`src/atf_pkg.sv`:
```
// constants, types and line-code functions shared by both ends of the cell framer
`default_nettype none
package atf_pkg;
	// ****************************************
	// sizes and codes
	// ****************************************
	localparam int NUM_PORTS = 3;
	localparam int CELL_BYTES = 53;
	localparam logic [1:0] MODE_BYTE_BUS = 2'h1;
	localparam logic [1:0] MODE_NIBBLE = 2'h2;
	localparam logic [4:0] SYM_ESC = 5'h02;
	// first symbol after reset opens with two ones, so the zeros a fresh
	// receiver holds in its window can never join it into an escape
	localparam logic [4:0] SYM_RST = 5'h1f;
	localparam logic [3:0] CMD_NO_RESET = 4'h4;
	localparam logic [3:0] CMD_MARKER = 4'h8;
	localparam logic [2:0] SYM_LAST_BIT = 3'h4;
	localparam logic [9:0] PRNG_INIT = 10'h3ff;
	localparam logic [9:0] PRNG_PERIOD = 10'h3ff;

	typedef enum logic [1:0] {
		TX_IDLE = 2'b00,
		TX_CMD = 2'b01,
		TX_DATA = 2'b10
	} atf_tx_state_e;

	// ****************************************
	// line code
	// ****************************************
	function automatic logic [4:0] atf_enc(input logic [3:0] n);
		case (n)
			4'h0: atf_enc = 5'h15;
			4'h1: atf_enc = 5'h09;
			4'h2: atf_enc = 5'h0a;
			4'h3: atf_enc = 5'h0b;
			4'h4: atf_enc = 5'h07;
			4'h5: atf_enc = 5'h0d;
			4'h6: atf_enc = 5'h0e;
			4'h7: atf_enc = 5'h0f;
			4'h8: atf_enc = 5'h12;
			4'h9: atf_enc = 5'h19;
			4'ha: atf_enc = 5'h1a;
			4'hb: atf_enc = 5'h1b;
			4'hc: atf_enc = 5'h17;
			4'hd: atf_enc = 5'h1d;
			4'he: atf_enc = 5'h1e;
			default: atf_enc = 5'h1f;
		endcase
	endfunction : atf_enc

	// returns {valid, nibble}
	function automatic logic [4:0] atf_dec(input logic [4:0] s);
		logic [4:0] r;
		r = 5'h00;
		for (int i = 0; i < 16; i++) begin
			if (atf_enc(4'(i)) == s) begin
				r = {1'b1, 4'(i)};
			end
		end
		atf_dec = r;
	endfunction : atf_dec

	// four steps of x^10 + x^7 + 1, one nibble worth
	function automatic logic [9:0] atf_prng4(input logic [9:0] s);
		logic [9:0] t;
		t = s;
		for (int i = 0; i < 4; i++) begin
			t = {t[8:0], t[9] ^ t[6]};
		end
		atf_prng4 = t;
	endfunction : atf_prng4
endpackage : atf_pkg
`default_nettype wire

```
`src/atf_line_if.sv`:
```
// serial line between the framer and the remote receiver
`timescale 1ns/1ps
`default_nettype none
interface atf_line_if #(parameter int NPORT = atf_pkg::NUM_PORTS);
	logic [NPORT-1:0] line_lvl;
	logic bit_tick;
	modport dev (output line_lvl, output bit_tick);
	modport far (input line_lvl, input bit_tick);
endinterface : atf_line_if
`default_nettype wire

```
`src/atf_tx_framer.sv`:
```
// transmit framer: cell input, cell store, command bytes, scrambler, 4b5b, NRZI
`timescale 1ns/1ps
`default_nettype none
module atf_tx_framer #(
	parameter int NPORT = atf_pkg::NUM_PORTS
) (
	// clock and reset
	input wire logic sys_clk_in,
	input wire logic reset_in,
	// static straps
	input wire logic [1:0] mode_sel_in,
	input wire logic rate_double_in,
	// shared cell bus, 16 or 8 bits
	input wire logic [15:0] bus_data_in,
	input wire logic [1:0] bus_port_in,
	input wire logic bus_valid_in,
	output wire logic bus_ready_out,
	// nibble path interfaces
	input wire logic [4*NPORT-1:0] nib_data_in,
	input wire logic [NPORT-1:0] nib_valid_in,
	output wire logic [NPORT-1:0] nib_ready_out,
	// timing marker insert and status
	input wire logic [NPORT-1:0] marker_sync_in,
	output wire logic [NPORT-1:0] tx_led_out,
	// line side
	atf_line_if.dev line
);
	import atf_pkg::*;

	if (NPORT < 1 || NPORT > 4) begin : g_bad_nport
		$error("NPORT must be 1 to 4");
	end

	// ****************************************
	// shared bit tick
	// ****************************************
	logic div_reg;
	logic div_next;
	logic tick;
	wire logic [NPORT-1:0] port_bus_rdy;

	always_comb begin
		div_next = ~div_reg;
		tick = rate_double_in | div_reg;
	end

	always_ff @(posedge sys_clk_in) begin
		if (reset_in) begin
			div_reg <= 1'b0;
		end else begin
			div_reg <= div_next;
		end
	end

	assign line.bit_tick = tick;
	assign bus_ready_out = bus_valid_in && (32'(bus_port_in) < NPORT) && port_bus_rdy[bus_port_in];

	// ****************************************
	// per-port path
	// ****************************************
	for (genvar p = 0; p < NPORT; p++) begin : g_port
		logic [7:0] hold_reg, hold_next;
		logic hold_v_reg, hold_v_next;
		logic [7:0] bf_mem [2];
		logic bf_wp_reg, bf_wp_next, bf_rp_reg, bf_rp_next;
		logic [1:0] bf_cnt_reg, bf_cnt_next;
		logic [7:0] st_mem [CELL_BYTES];
		logic [5:0] fill_reg, fill_next, idx_reg, idx_next;
		atf_tx_state_e st_reg, st_next;
		logic half_reg, half_next, mpend_reg, mpend_next, mact_reg, mact_next;
		logic first_reg, first_next, cmdx_reg, cmdx_next;
		logic [9:0] prng_reg, prng_next, age_reg, age_next;
		logic [4:0] sym_reg, sym_next;
		logic [2:0] bcnt_reg, bcnt_next;
		logic lvl_reg, lvl_next;
		logic sel, in_v, in_rdy, bf_push, bf_pop, store_rdy, load, brdy, nrdy;
		logic [7:0] in_d, cur;
		logic [3:0] nib;

		always_comb begin
			hold_next = hold_reg;
			hold_v_next = hold_v_reg;
			sel = bus_valid_in && (bus_port_in == 2'(p));
			in_rdy = (bf_cnt_reg != 2'h2);
			brdy = 1'b0;
			nrdy = 1'b0;
			case (mode_sel_in)
				MODE_NIBBLE: begin
					in_v = hold_v_reg & nib_valid_in[p];
					in_d = {hold_reg[3:0], nib_data_in[4*p +: 4]};
					nrdy = ~hold_v_reg | in_rdy;
					if (nib_valid_in[p] && !hold_v_reg) begin
						hold_next = {4'h0, nib_data_in[4*p +: 4]};
						hold_v_next = 1'b1;
					end else if (in_v && in_rdy) begin
						hold_v_next = 1'b0;
					end
				end
				MODE_BYTE_BUS: begin
					in_v = sel;
					in_d = bus_data_in[7:0];
					brdy = in_rdy;
				end
				default: begin
					in_v = hold_v_reg | sel;
					in_d = hold_v_reg ? hold_reg : bus_data_in[15:8];
					brdy = ~hold_v_reg & in_rdy;
					if (hold_v_reg) begin
						if (in_rdy) begin
							hold_v_next = 1'b0;
						end
					end else if (sel && in_rdy) begin
						hold_next = bus_data_in[7:0];
						hold_v_next = 1'b1;
					end
				end
			endcase

			// two-entry buffer into the cell store
			store_rdy = (st_reg == TX_IDLE) && (32'(fill_reg) != CELL_BYTES);
			bf_push = in_v & in_rdy;
			bf_pop = (bf_cnt_reg != 2'h0) & store_rdy;
			bf_cnt_next = 2'(bf_cnt_reg + {1'b0, bf_push} - {1'b0, bf_pop});
			bf_wp_next = bf_wp_reg ^ bf_push;
			bf_rp_next = bf_rp_reg ^ bf_pop;
			fill_next = bf_pop ? 6'(fill_reg + 6'h1) : fill_reg;

			// serializer
			load = tick && (bcnt_reg == SYM_LAST_BIT);
			sym_next = sym_reg;
			bcnt_next = bcnt_reg;
			lvl_next = lvl_reg;
			if (tick) begin
				lvl_next = lvl_reg ^ sym_reg[4];
				sym_next = {sym_reg[3:0], 1'b0};
				bcnt_next = 3'(bcnt_reg + 3'h1);
			end

			// symbol sequencer
			mpend_next = mpend_reg | marker_sync_in[p];
			mact_next = mact_reg;
			st_next = st_reg;
			half_next = half_reg;
			idx_next = idx_reg;
			first_next = first_reg;
			cmdx_next = cmdx_reg;
			prng_next = prng_reg;
			age_next = age_reg;
			cur = st_mem[idx_reg];
			nib = half_reg ? cur[3:0] : cur[7:4];
			if (load) begin
				bcnt_next = 3'h0;
				prng_next = atf_prng4(prng_reg);
				age_next = (age_reg == PRNG_PERIOD) ? age_reg : 10'(age_reg + 10'h1);
				if (mact_reg) begin
					sym_next = atf_enc(CMD_MARKER);
					mact_next = 1'b0;
				end else if (mpend_reg && !half_reg) begin
					sym_next = SYM_ESC;
					mact_next = 1'b1;
					mpend_next = marker_sync_in[p];
				end else begin
					case (st_reg)
						TX_IDLE: begin
							// command bytes start on a byte boundary, where the receiver pairs nibbles
							if (32'(fill_reg) == CELL_BYTES && !half_reg) begin
								sym_next = SYM_ESC;
								st_next = TX_CMD;
								half_next = 1'b1;
								cmdx_next = first_reg || (age_reg == PRNG_PERIOD);
							end else begin
								sym_next = atf_enc(prng_reg[9:6]);
								half_next = ~half_reg;
							end
						end
						TX_CMD: begin
							st_next = TX_DATA;
							half_next = 1'b0;
							idx_next = 6'h00;
							if (cmdx_reg) begin
								sym_next = SYM_ESC;
								prng_next = PRNG_INIT;
								age_next = 10'h000;
								first_next = 1'b0;
							end else begin
								sym_next = atf_enc(CMD_NO_RESET);
							end
						end
						TX_DATA: begin
							sym_next = atf_enc(nib ^ prng_reg[9:6]);
							half_next = ~half_reg;
							if (half_reg) begin
								idx_next = 6'(idx_reg + 6'h1);
								if (32'(idx_reg) == CELL_BYTES - 1) begin
									st_next = TX_IDLE;
									fill_next = 6'h00;
								end
							end
						end
						default: st_next = TX_IDLE;
					endcase
				end
			end
		end

		always_ff @(posedge sys_clk_in) begin
			if (reset_in) begin
				hold_reg <= 8'h00;
				hold_v_reg <= 1'b0;
				bf_wp_reg <= 1'b0;
				bf_rp_reg <= 1'b0;
				bf_cnt_reg <= 2'h0;
				fill_reg <= 6'h00;
				idx_reg <= 6'h00;
				st_reg <= TX_IDLE;
				half_reg <= 1'b0;
				mpend_reg <= 1'b0;
				mact_reg <= 1'b0;
				first_reg <= 1'b1;
				cmdx_reg <= 1'b0;
				prng_reg <= PRNG_INIT;
				age_reg <= 10'h000;
				sym_reg <= SYM_RST;
				bcnt_reg <= 3'h0;
				lvl_reg <= 1'b0;
			end else begin
				hold_reg <= hold_next;
				hold_v_reg <= hold_v_next;
				bf_wp_reg <= bf_wp_next;
				bf_rp_reg <= bf_rp_next;
				bf_cnt_reg <= bf_cnt_next;
				fill_reg <= fill_next;
				idx_reg <= idx_next;
				st_reg <= st_next;
				half_reg <= half_next;
				mpend_reg <= mpend_next;
				mact_reg <= mact_next;
				first_reg <= first_next;
				cmdx_reg <= cmdx_next;
				prng_reg <= prng_next;
				age_reg <= age_next;
				sym_reg <= sym_next;
				bcnt_reg <= bcnt_next;
				lvl_reg <= lvl_next;
			end
		end

		// storage, no reset needed
		always_ff @(posedge sys_clk_in) begin
			if (bf_push) begin
				bf_mem[bf_wp_reg] <= in_d;
			end
			if (bf_pop) begin
				st_mem[fill_reg] <= bf_mem[bf_rp_reg];
			end
		end

		assign port_bus_rdy[p] = brdy;
		assign nib_ready_out[p] = nrdy;
		assign tx_led_out[p] = (st_reg != TX_IDLE);
		assign line.line_lvl[p] = lvl_reg;
	end
endmodule : atf_tx_framer
`default_nettype wire

```
`src/flat_wrapper.sv`:
```
// flat-port wrapper written by rule: the top's interface ports become plain ports
module atf_tx_framer_flat import atf_pkg::*;
#(
	parameter int NPORT = atf_pkg::NUM_PORTS
)
  (sys_clk_in, reset_in, mode_sel_in, rate_double_in, bus_data_in, bus_port_in, bus_valid_in, bus_ready_out, nib_data_in, nib_valid_in, nib_ready_out, marker_sync_in, tx_led_out, line_line_lvl, line_bit_tick);
  atf_line_if #(.NPORT(NPORT)) line_i ();
  input wire logic sys_clk_in;
  input wire logic reset_in;
  input wire logic [1:0] mode_sel_in;
  input wire logic rate_double_in;
  input wire logic [15:0] bus_data_in;
  input wire logic [1:0] bus_port_in;
  input wire logic bus_valid_in;
  output wire logic bus_ready_out;
  input wire logic [4*NPORT-1:0] nib_data_in;
  input wire logic [NPORT-1:0] nib_valid_in;
  output wire logic [NPORT-1:0] nib_ready_out;
  input wire logic [NPORT-1:0] marker_sync_in;
  output wire logic [NPORT-1:0] tx_led_out;
  output wire logic [$bits(line_i.line_lvl)-1:0] line_line_lvl;
  output wire logic [$bits(line_i.bit_tick)-1:0] line_bit_tick;
  assign line_line_lvl = line_i.line_lvl;
  assign line_bit_tick = line_i.bit_tick;
  atf_tx_framer #(.NPORT(NPORT)) u_core (.sys_clk_in(sys_clk_in), .reset_in(reset_in), .mode_sel_in(mode_sel_in), .rate_double_in(rate_double_in), .bus_data_in(bus_data_in), .bus_port_in(bus_port_in), .bus_valid_in(bus_valid_in), .bus_ready_out(bus_ready_out), .nib_data_in(nib_data_in), .nib_valid_in(nib_valid_in), .nib_ready_out(nib_ready_out), .marker_sync_in(marker_sync_in), .tx_led_out(tx_led_out), .line(line_i));
endmodule
```
`config.mk`:
```
export PLATFORM = sky130hd
export DESIGN_NAME = atf_tx_framer_flat
export DESIGN_NICKNAME = d
export VERILOG_FILES = /design/src/atf_pkg.sv /design/src/atf_line_if.sv /design/src/atf_tx_framer.sv /design/src/flat_wrapper.sv
export SDC_FILE = /design/constraint.sdc
export NUM_CORES = 2
export LEC_CHECK = 0
export BUFFER_PORTS_ARGS = -buffer_cell sky130_fd_sc_hd__buf_2
export CAP_MARGIN = 10
export CELL_PAD_IN_SITES_DETAIL_PLACEMENT = 0
export CELL_PAD_IN_SITES_GLOBAL_PLACEMENT = 1
export CORE_UTILIZATION = 49
export DETAILED_ROUTE_END_ITERATION = 16
export GPL_ROUTABILITY_DRIVEN = 1
export PLACE_DENSITY = 0.73
export SLEW_MARGIN = 25
export SYNTH_ARGS = -nofsm -noshare
export SYNTH_HDL_FRONTEND = slang
export SYNTH_SLANG_ARGS = --single-unit
```
`constraint.sdc`:
```
create_clock -name sys_clk_in -period 3.2 [get_ports sys_clk_in]
set_clock_uncertainty 0.2 [all_clocks]
set_input_delay 0.64 -clock sys_clk_in [delete_from_list [all_inputs] [get_ports sys_clk_in]]
set_output_delay 0.64 -clock sys_clk_in [all_outputs]
set_load 0.1 [all_outputs]
```
# Word level (Yosys, flattened, before mapping)
# Memory sizes are Yosys's and may differ from the RTL's. A register that Yosys moved wholly into a read port is not among the register bits.
# Cells that the tools add are included.
word_totals:
  reg_bits: 184
  ramBits: 1320
  mem_bits_ro: 480
  inputBits: 42
  output_inout_bits: 11
  memories: 12
memory_table:
  columns: ["name", "depth", "word_bits", "rd", "rd_clocked_by_memory_dff", "wr", "line_no", "rtl"]
  rows:
  - ["u_core.g_port[0].st_mem", 53, 8, 1, 1, 1, "atf_tx_framer.sv:67", "logic [7:0] st_mem [CELL_BYTES];"]
  - ["u_core.g_port[1].st_mem", 53, 8, 1, 1, 1, "atf_tx_framer.sv:67", null]
  - ["u_core.g_port[2].st_mem", 53, 8, 1, 1, 1, "atf_tx_framer.sv:67", null]
  - ["(no name shown)", 16, 5, 1, 1, 0, "atf_pkg.sv:31", "case (n)"]
  - ["(no name shown)", 16, 5, 1, 0, 0, "atf_pkg.sv:31", null]
  - ["(no name shown)", 16, 5, 1, 1, 0, "atf_pkg.sv:31", null]
  - ["+6 memories", null, null, null, null, null, null, null]
op_classes:
  n_addsub: 18
  magnitude_cmp: 2
  eq_ne: 46
  n_mux: 185
  n_bitwise: 60
  n_reduce_logical: 78
ops:
  columns: ["operator", "count"]
  rows:
  - ["two-way mux 10 bit", 27]
  - ["two-way mux 6 bit", 30]
  - ["two-way mux 8 bit", 12]
  - ["one-hot mux 8 bit (2 select lines)", 6]
  - ["two-way mux 5 bit", 15]
  - ["two-way mux 1 bit", 52]
  - ["one-hot mux 5 bit (3 select lines)", 3]
  - ["AND reduction 5 bit", 9]
  - ["adder 6 x 1 -> 6 bit (second input constant)", 6]
  - ["== test 6 bit (second input constant)", 6]
  - ["two-way mux 4 bit", 9]
  - ["one-hot mux 6 bit (2 select lines)", 3]
  - ["adder 10 x 1 -> 10 bit (second input constant)", 3]
  - ["== test 10 bit (second input constant)", 3]
  - ["logical AND 1 bit", 26]
  - ["AND reduction 4 bit", 6]
  - ["nonzero test 2 bit", 12]
  - ["XOR 1 bit", 21]
  - ["two-way mux 2 bit", 9]
  - ["!= test 2 x 1 -> 1 bit (second input constant)", 9]
  - ["!= test 2 bit (second input constant)", 9]
  - ["!= test 6 bit (second input constant)", 3]
  - ["one-hot mux 1 bit (2 select lines)", 9]
  - ["one-hot mux 2 bit (3 select lines)", 3]
  - ["23 further kinds", 98]

# Longest topological paths before layout
depth:
  word_depth: 10
  ltp_mapped: 13

# Worst setup path after synthesis
# No wires, ideal clock.
synth_timing:
  path_kind: "input -> output"
  from: "in mode_sel_in[1]"
  to: "out bus_ready_out"
  arrival_ps: 3464
  required_time_ps: 2360
  slack_ps: -1104
  stages: 6
  n_path_buf: 2
  path_cell_list: "inv_1 > ha_1 > clkbuf_1 > clkbuf_1 > nand2_1 > o21ai_0"
synth_between:
  elab_chain_len: 5
  word_cells_on_any_way: 8
synth_rtl:
  columns: ["element", "line_no", "rtl"]
  rows:
  - ["start, declared", "flat_wrapper.sv:10", "input wire logic [1:0] mode_sel_in;"]
  - ["== test 2 x 1 -> 1 bit or == test 2 bit (tied branches)", "atf_tx_framer.sv:87", "case (mode_sel_in)"]
  - ["one-hot mux 1 bit (2 select lines)", "atf_tx_framer.sv:87", null]
  - ["binary-select mux 1 bit (select 2 bit) *", "atf_tx_framer.sv:56", "assign bus_ready_out = bus_valid_in && (32'(bus_port_in) < NPORT) && port_bus_rdy[bus_port_in];"]
  - ["two-way mux 1 bit (not written as such) *", "atf_tx_framer.sv:56", null]
  - ["logical AND 1 bit *", "atf_tx_framer.sv:56", null]
  - ["end, declared", "flat_wrapper.sv:15", "output wire logic bus_ready_out;"]
# Mark *: on every way between the ends. The rest lies on a longest branch, timed or not. The select of a mux whose other input is x is not followed.

==> impl_results.md <==
- Outcome: finished clean
- Vias per cell: 5.89
- Worst path cell trace: buf_12 -> buf_12 -> buf_4 -> mux4_2 -> mux4_2 -> nand2_1 -> o41a_1 -> nand4_1 -> buf_6 -> xnor2_4 -> o31ai_1 -> a41o_1
- Comb pwr share: 10.1%
- Measured slew at the worst slew-check pin: 1030 ps
- CP endpoint kind: register
- Share of total power in sequential cells: 50.9%
- RSZ-0062 raised after global routing: true
- Final ANT Viol Nets: 0
- Most common cell after layout, fill and taps aside: edfxtp_1
- Yosys reg bits: 1537
- Net Sw Frac: 24.2%
- Avg Inst Size Synth: 16.6 um2
- Worst Hold Depth: 5
- Asr flop ratio synth: 0%
- Slowest stage cell, crit path: mux4_2
- Max IR drop VDD: 0.000594 V
- Post-synth EDFFs: 1320
- Startpoint Class: register
- Nets: 4327
- R2R setup slack: 3 ps
- Final Hold Fails: 0
- Syn nets: 3865
- Data arrival, critical path: 3670 ps
- Die Span Y: 359 um
- WL met3: 9860 um
- Largest net degree at the start of global routing: 74
- Post-synthesis compound-gate area fraction: 4.48%
- Crit path kind: reg -> reg
- Hold WC Path Type: in -> reg
- Cells after Synth: 3776
- Synth Warn #: 0
- Psw: 11.3 mW
- Setup TNS: 0 ps
- Hpwl dp: 101000 um
- Post-Route Utilization: 58.2%
- CP Depth: 12
- Slew margin rel.: 31.6%
- Area Growth Syn to Fin: 17.3%
- Top Metal Used: met4
- Top_reg_cell synth: edfxtp_1
- Setup violators final: 0
- Largest cells by area after synthesis: edfxtp_1 (63%), mux4_2 (11%), dfxtp_1 (6.9%), mux2i_1 (2.6%), nor2_1 (2.2%)
- Cell-internal power: 35.3 mW
- Clk root buf: clkbuf_16
- Clk pwr share: 39.0%
- Post-synthesis sequential area ratio: 70.3%
- Netlist cell types: 86
- Fillcell total: 9539
- Fin cells: 6025
- GR Overflow Total: 0
- CP Max Fanout: 8
- Area leader, netlist: edfxtp_1
- R2R Path End: u_core.g_port[2].sym_reg[0]
- Cell Area, Placed: 0.0676 mm2
- Buf+Inv Stages, Crit Path: 4
- PortBufs: 52
- Chip width: 359 um
- Post-synthesis mux area share: 14.3%
- Worst-path clk slew: 70 ps
- First-pass GRT wire length: 226000 um
- Worst skew pair latency: 790 ps
- Max Cap Viol: 0
- Post-synth top area share: 63.4%
- Die area: 0.129 mm2
- Pre-Repair DR Iteration Count: 5
- Hold Path Sink: u_core.g_port[1].hold_reg[1]
- GPL Wtd Cong: 0.905
- Initial drt markers: 3610
- DR vias: 35500
- PwrDens: 636 mW/mm2
- CTS buffer count: 157
- Total Wirelength: 152000 um
- FMAX: 0.313 GHz
- Layout cells sized above 1: 26.7%
- H-tree depth: 4
- Final min period: 3200 ps
- Most flops, register: u_core.g_port.st_mem
- Routed length per instance: 25.3 um
- Max-slew violations: 0
- Largest family of logic cells by synthesized area: multiplexers
- Post-Syn Area: 0.0626 mm2
- Most frequent cells in the layout: edfxtp_1 (1320), buf_4 (412), nor2_1 (357), mux4_2 (304), nand2_1 (205)
- Top delay family on crit path: multiplexers
- Post-route design area: 0.0734 mm2
- Min-delay src: nib_data_in[5]
- Vias in the first global route: 34900
- Initial core utilization: 49.6%
- XOR/XNOR Fraction of Synth Area: 1.18%
- Dpl cells: 5699
- Largest register FFs: 1272
- R2R depth: 12
- CTS Sinks: 1537
- Req. time, crit path: 3680 ps
- Initial antenna violation count: 2
- Worst path max stage delay: 500 ps
- Row cnt: 130
- Simple-gate share of the synthesized area: 6.59%
- Met2 Routed Length: 70500 um
- Clk buf depth: 3
- Area of the core: 0.126 mm2
- Remaining routing DRC violations: 0
- WHS: 68.8 ps
- Pleak: 24.2 nW
- Tcrit/Tclk final: 99.9%
- Ports: 53
- Total track usage: 23.5%
- Synthesized-area fraction occupied by adder cells: 0.940%
- Largest registers: u_core.g_port.st_mem: 1272 flops, u_core.g_port.bf_mem: 48 flops
- M1 WL: 67900 um
- TritonCTS clock tree: done
cells in the mapped netlist, types with 7 or more instances:
cell       number
a2111oi_0       9
mux2i_1       161
and3_1         15
nand2b_1       19
clkbuf_1      123
mux2_2         42
a22oi_1        26
ha_1           47
o21ai_0        63
a21oi_1       121
edfxtp_1     1320
and2_1         14
a31oi_1        23
buf_6          13
nand2_1       205
mux4_2        301
xor2_1         47
a311oi_1        8
nand4_1        33
a221oi_1       35
nor2_1        359
a21o_1          8
o22ai_1        14
dfxtp_1       217
nand3b_1       18
nor4_1          7
or2_2           7
nor2b_1        50
xnor2_1        37
buf_4          22
or3_1          22
buf_2          37
buf_1          20
o211ai_1       12
nor3_1         48
a211oi_1       22
nand3_1        57
inv_1          68
o31ai_1        12
worst min-delay path: stages:
cell	delay [ps]
buf_2	90
nand2_1	50
a21oi_1	110
a21oi_1	50
nor2_1	70
through the flow:
step | power [mW] | setup WS, ps
finish | 46.7 | 3.32
CTS | 46.9 | 0.894
detailed placement | 28.8 | -255
global route | 48.1 | -69.8
floorplan | 26.5 | 35.2
global placement | 28.6 | -270
layout make-up:
cell class / instances / area [um2] / share of cell area [%]
Sequential cell: 1537 / 44000 / 60.0
Multi-Input combinational cell: 1949 / 17500 / 23.8
Timing Repair Buffer: 522 / 4450 / 6.06
Clock buffer: 202 / 4220 / 5.75
Tap cell: 1650 / 2060 / 2.81
Clock inverter: 90 / 895 / 1.22
Inverter: 71 / 267 / 0.363
Antenna cell: 4 / 10.0 / 0.0136
cell families (layout without fill, tap and decap cells):
group / after synthesis / in the layout
adder cells (fa/ha/maj): 47 / 47
flip-flops: 1537 / 1537
multiplexers: 508 / 508
buffers and inverters: 290 / 885
XOR/XNOR: 84 / 84
AND/OR/NAND/NOR: 888 / 888
AO/OA/AOI/OAI: 422 / 422
other: 0 / 4
power groups by stage:
stage	clock network [mW]	registers, mW	logic (mW)
2_1_floorplan	0	24.0	2.54
3_3_place_gp	0	24.2	4.48
3_5_place_dp	0	24.2	4.60
4_1_cts	18.5	23.8	4.64
5_1_grt	19.2	23.8	5.05
6_report	18.2	23.8	4.71
how the worst max path moves through the flow:
stage,from,to
6_report,register,u_core.g_port[2].sym_reg[0]
3_3_place_gp,register,u_core.g_port[0].sym_reg[3]
5_1_grt,register,u_core.g_port[2].sym_reg[0]
4_1_cts,register,u_core.g_port[0].sym_reg[4]
3_5_place_dp,register,u_core.g_port[0].sym_reg[3]
2_1_floorplan,rate_double_in,line_bit_tick
routing by layer:
metal | vias to the layer above | GRT usage, %
met4 | 0 | 7.16
met3 | 235 | 3.55
met2 | 1240 | 36.2
met1 | 18200 | 34.7
met5 | - | 0
li1 | 15700 | -
timing repair:
action	in CTS	in global routing
pin swaps	3	21
buffers inserted	4	11
cloned	0	2
hold buffers	13	0
hold endpoints to repair	13	0
gates resized for setup	18	61
endpoints found under the setup margin	13	42
Note: power is estimated with default switching activity, not from simulation.
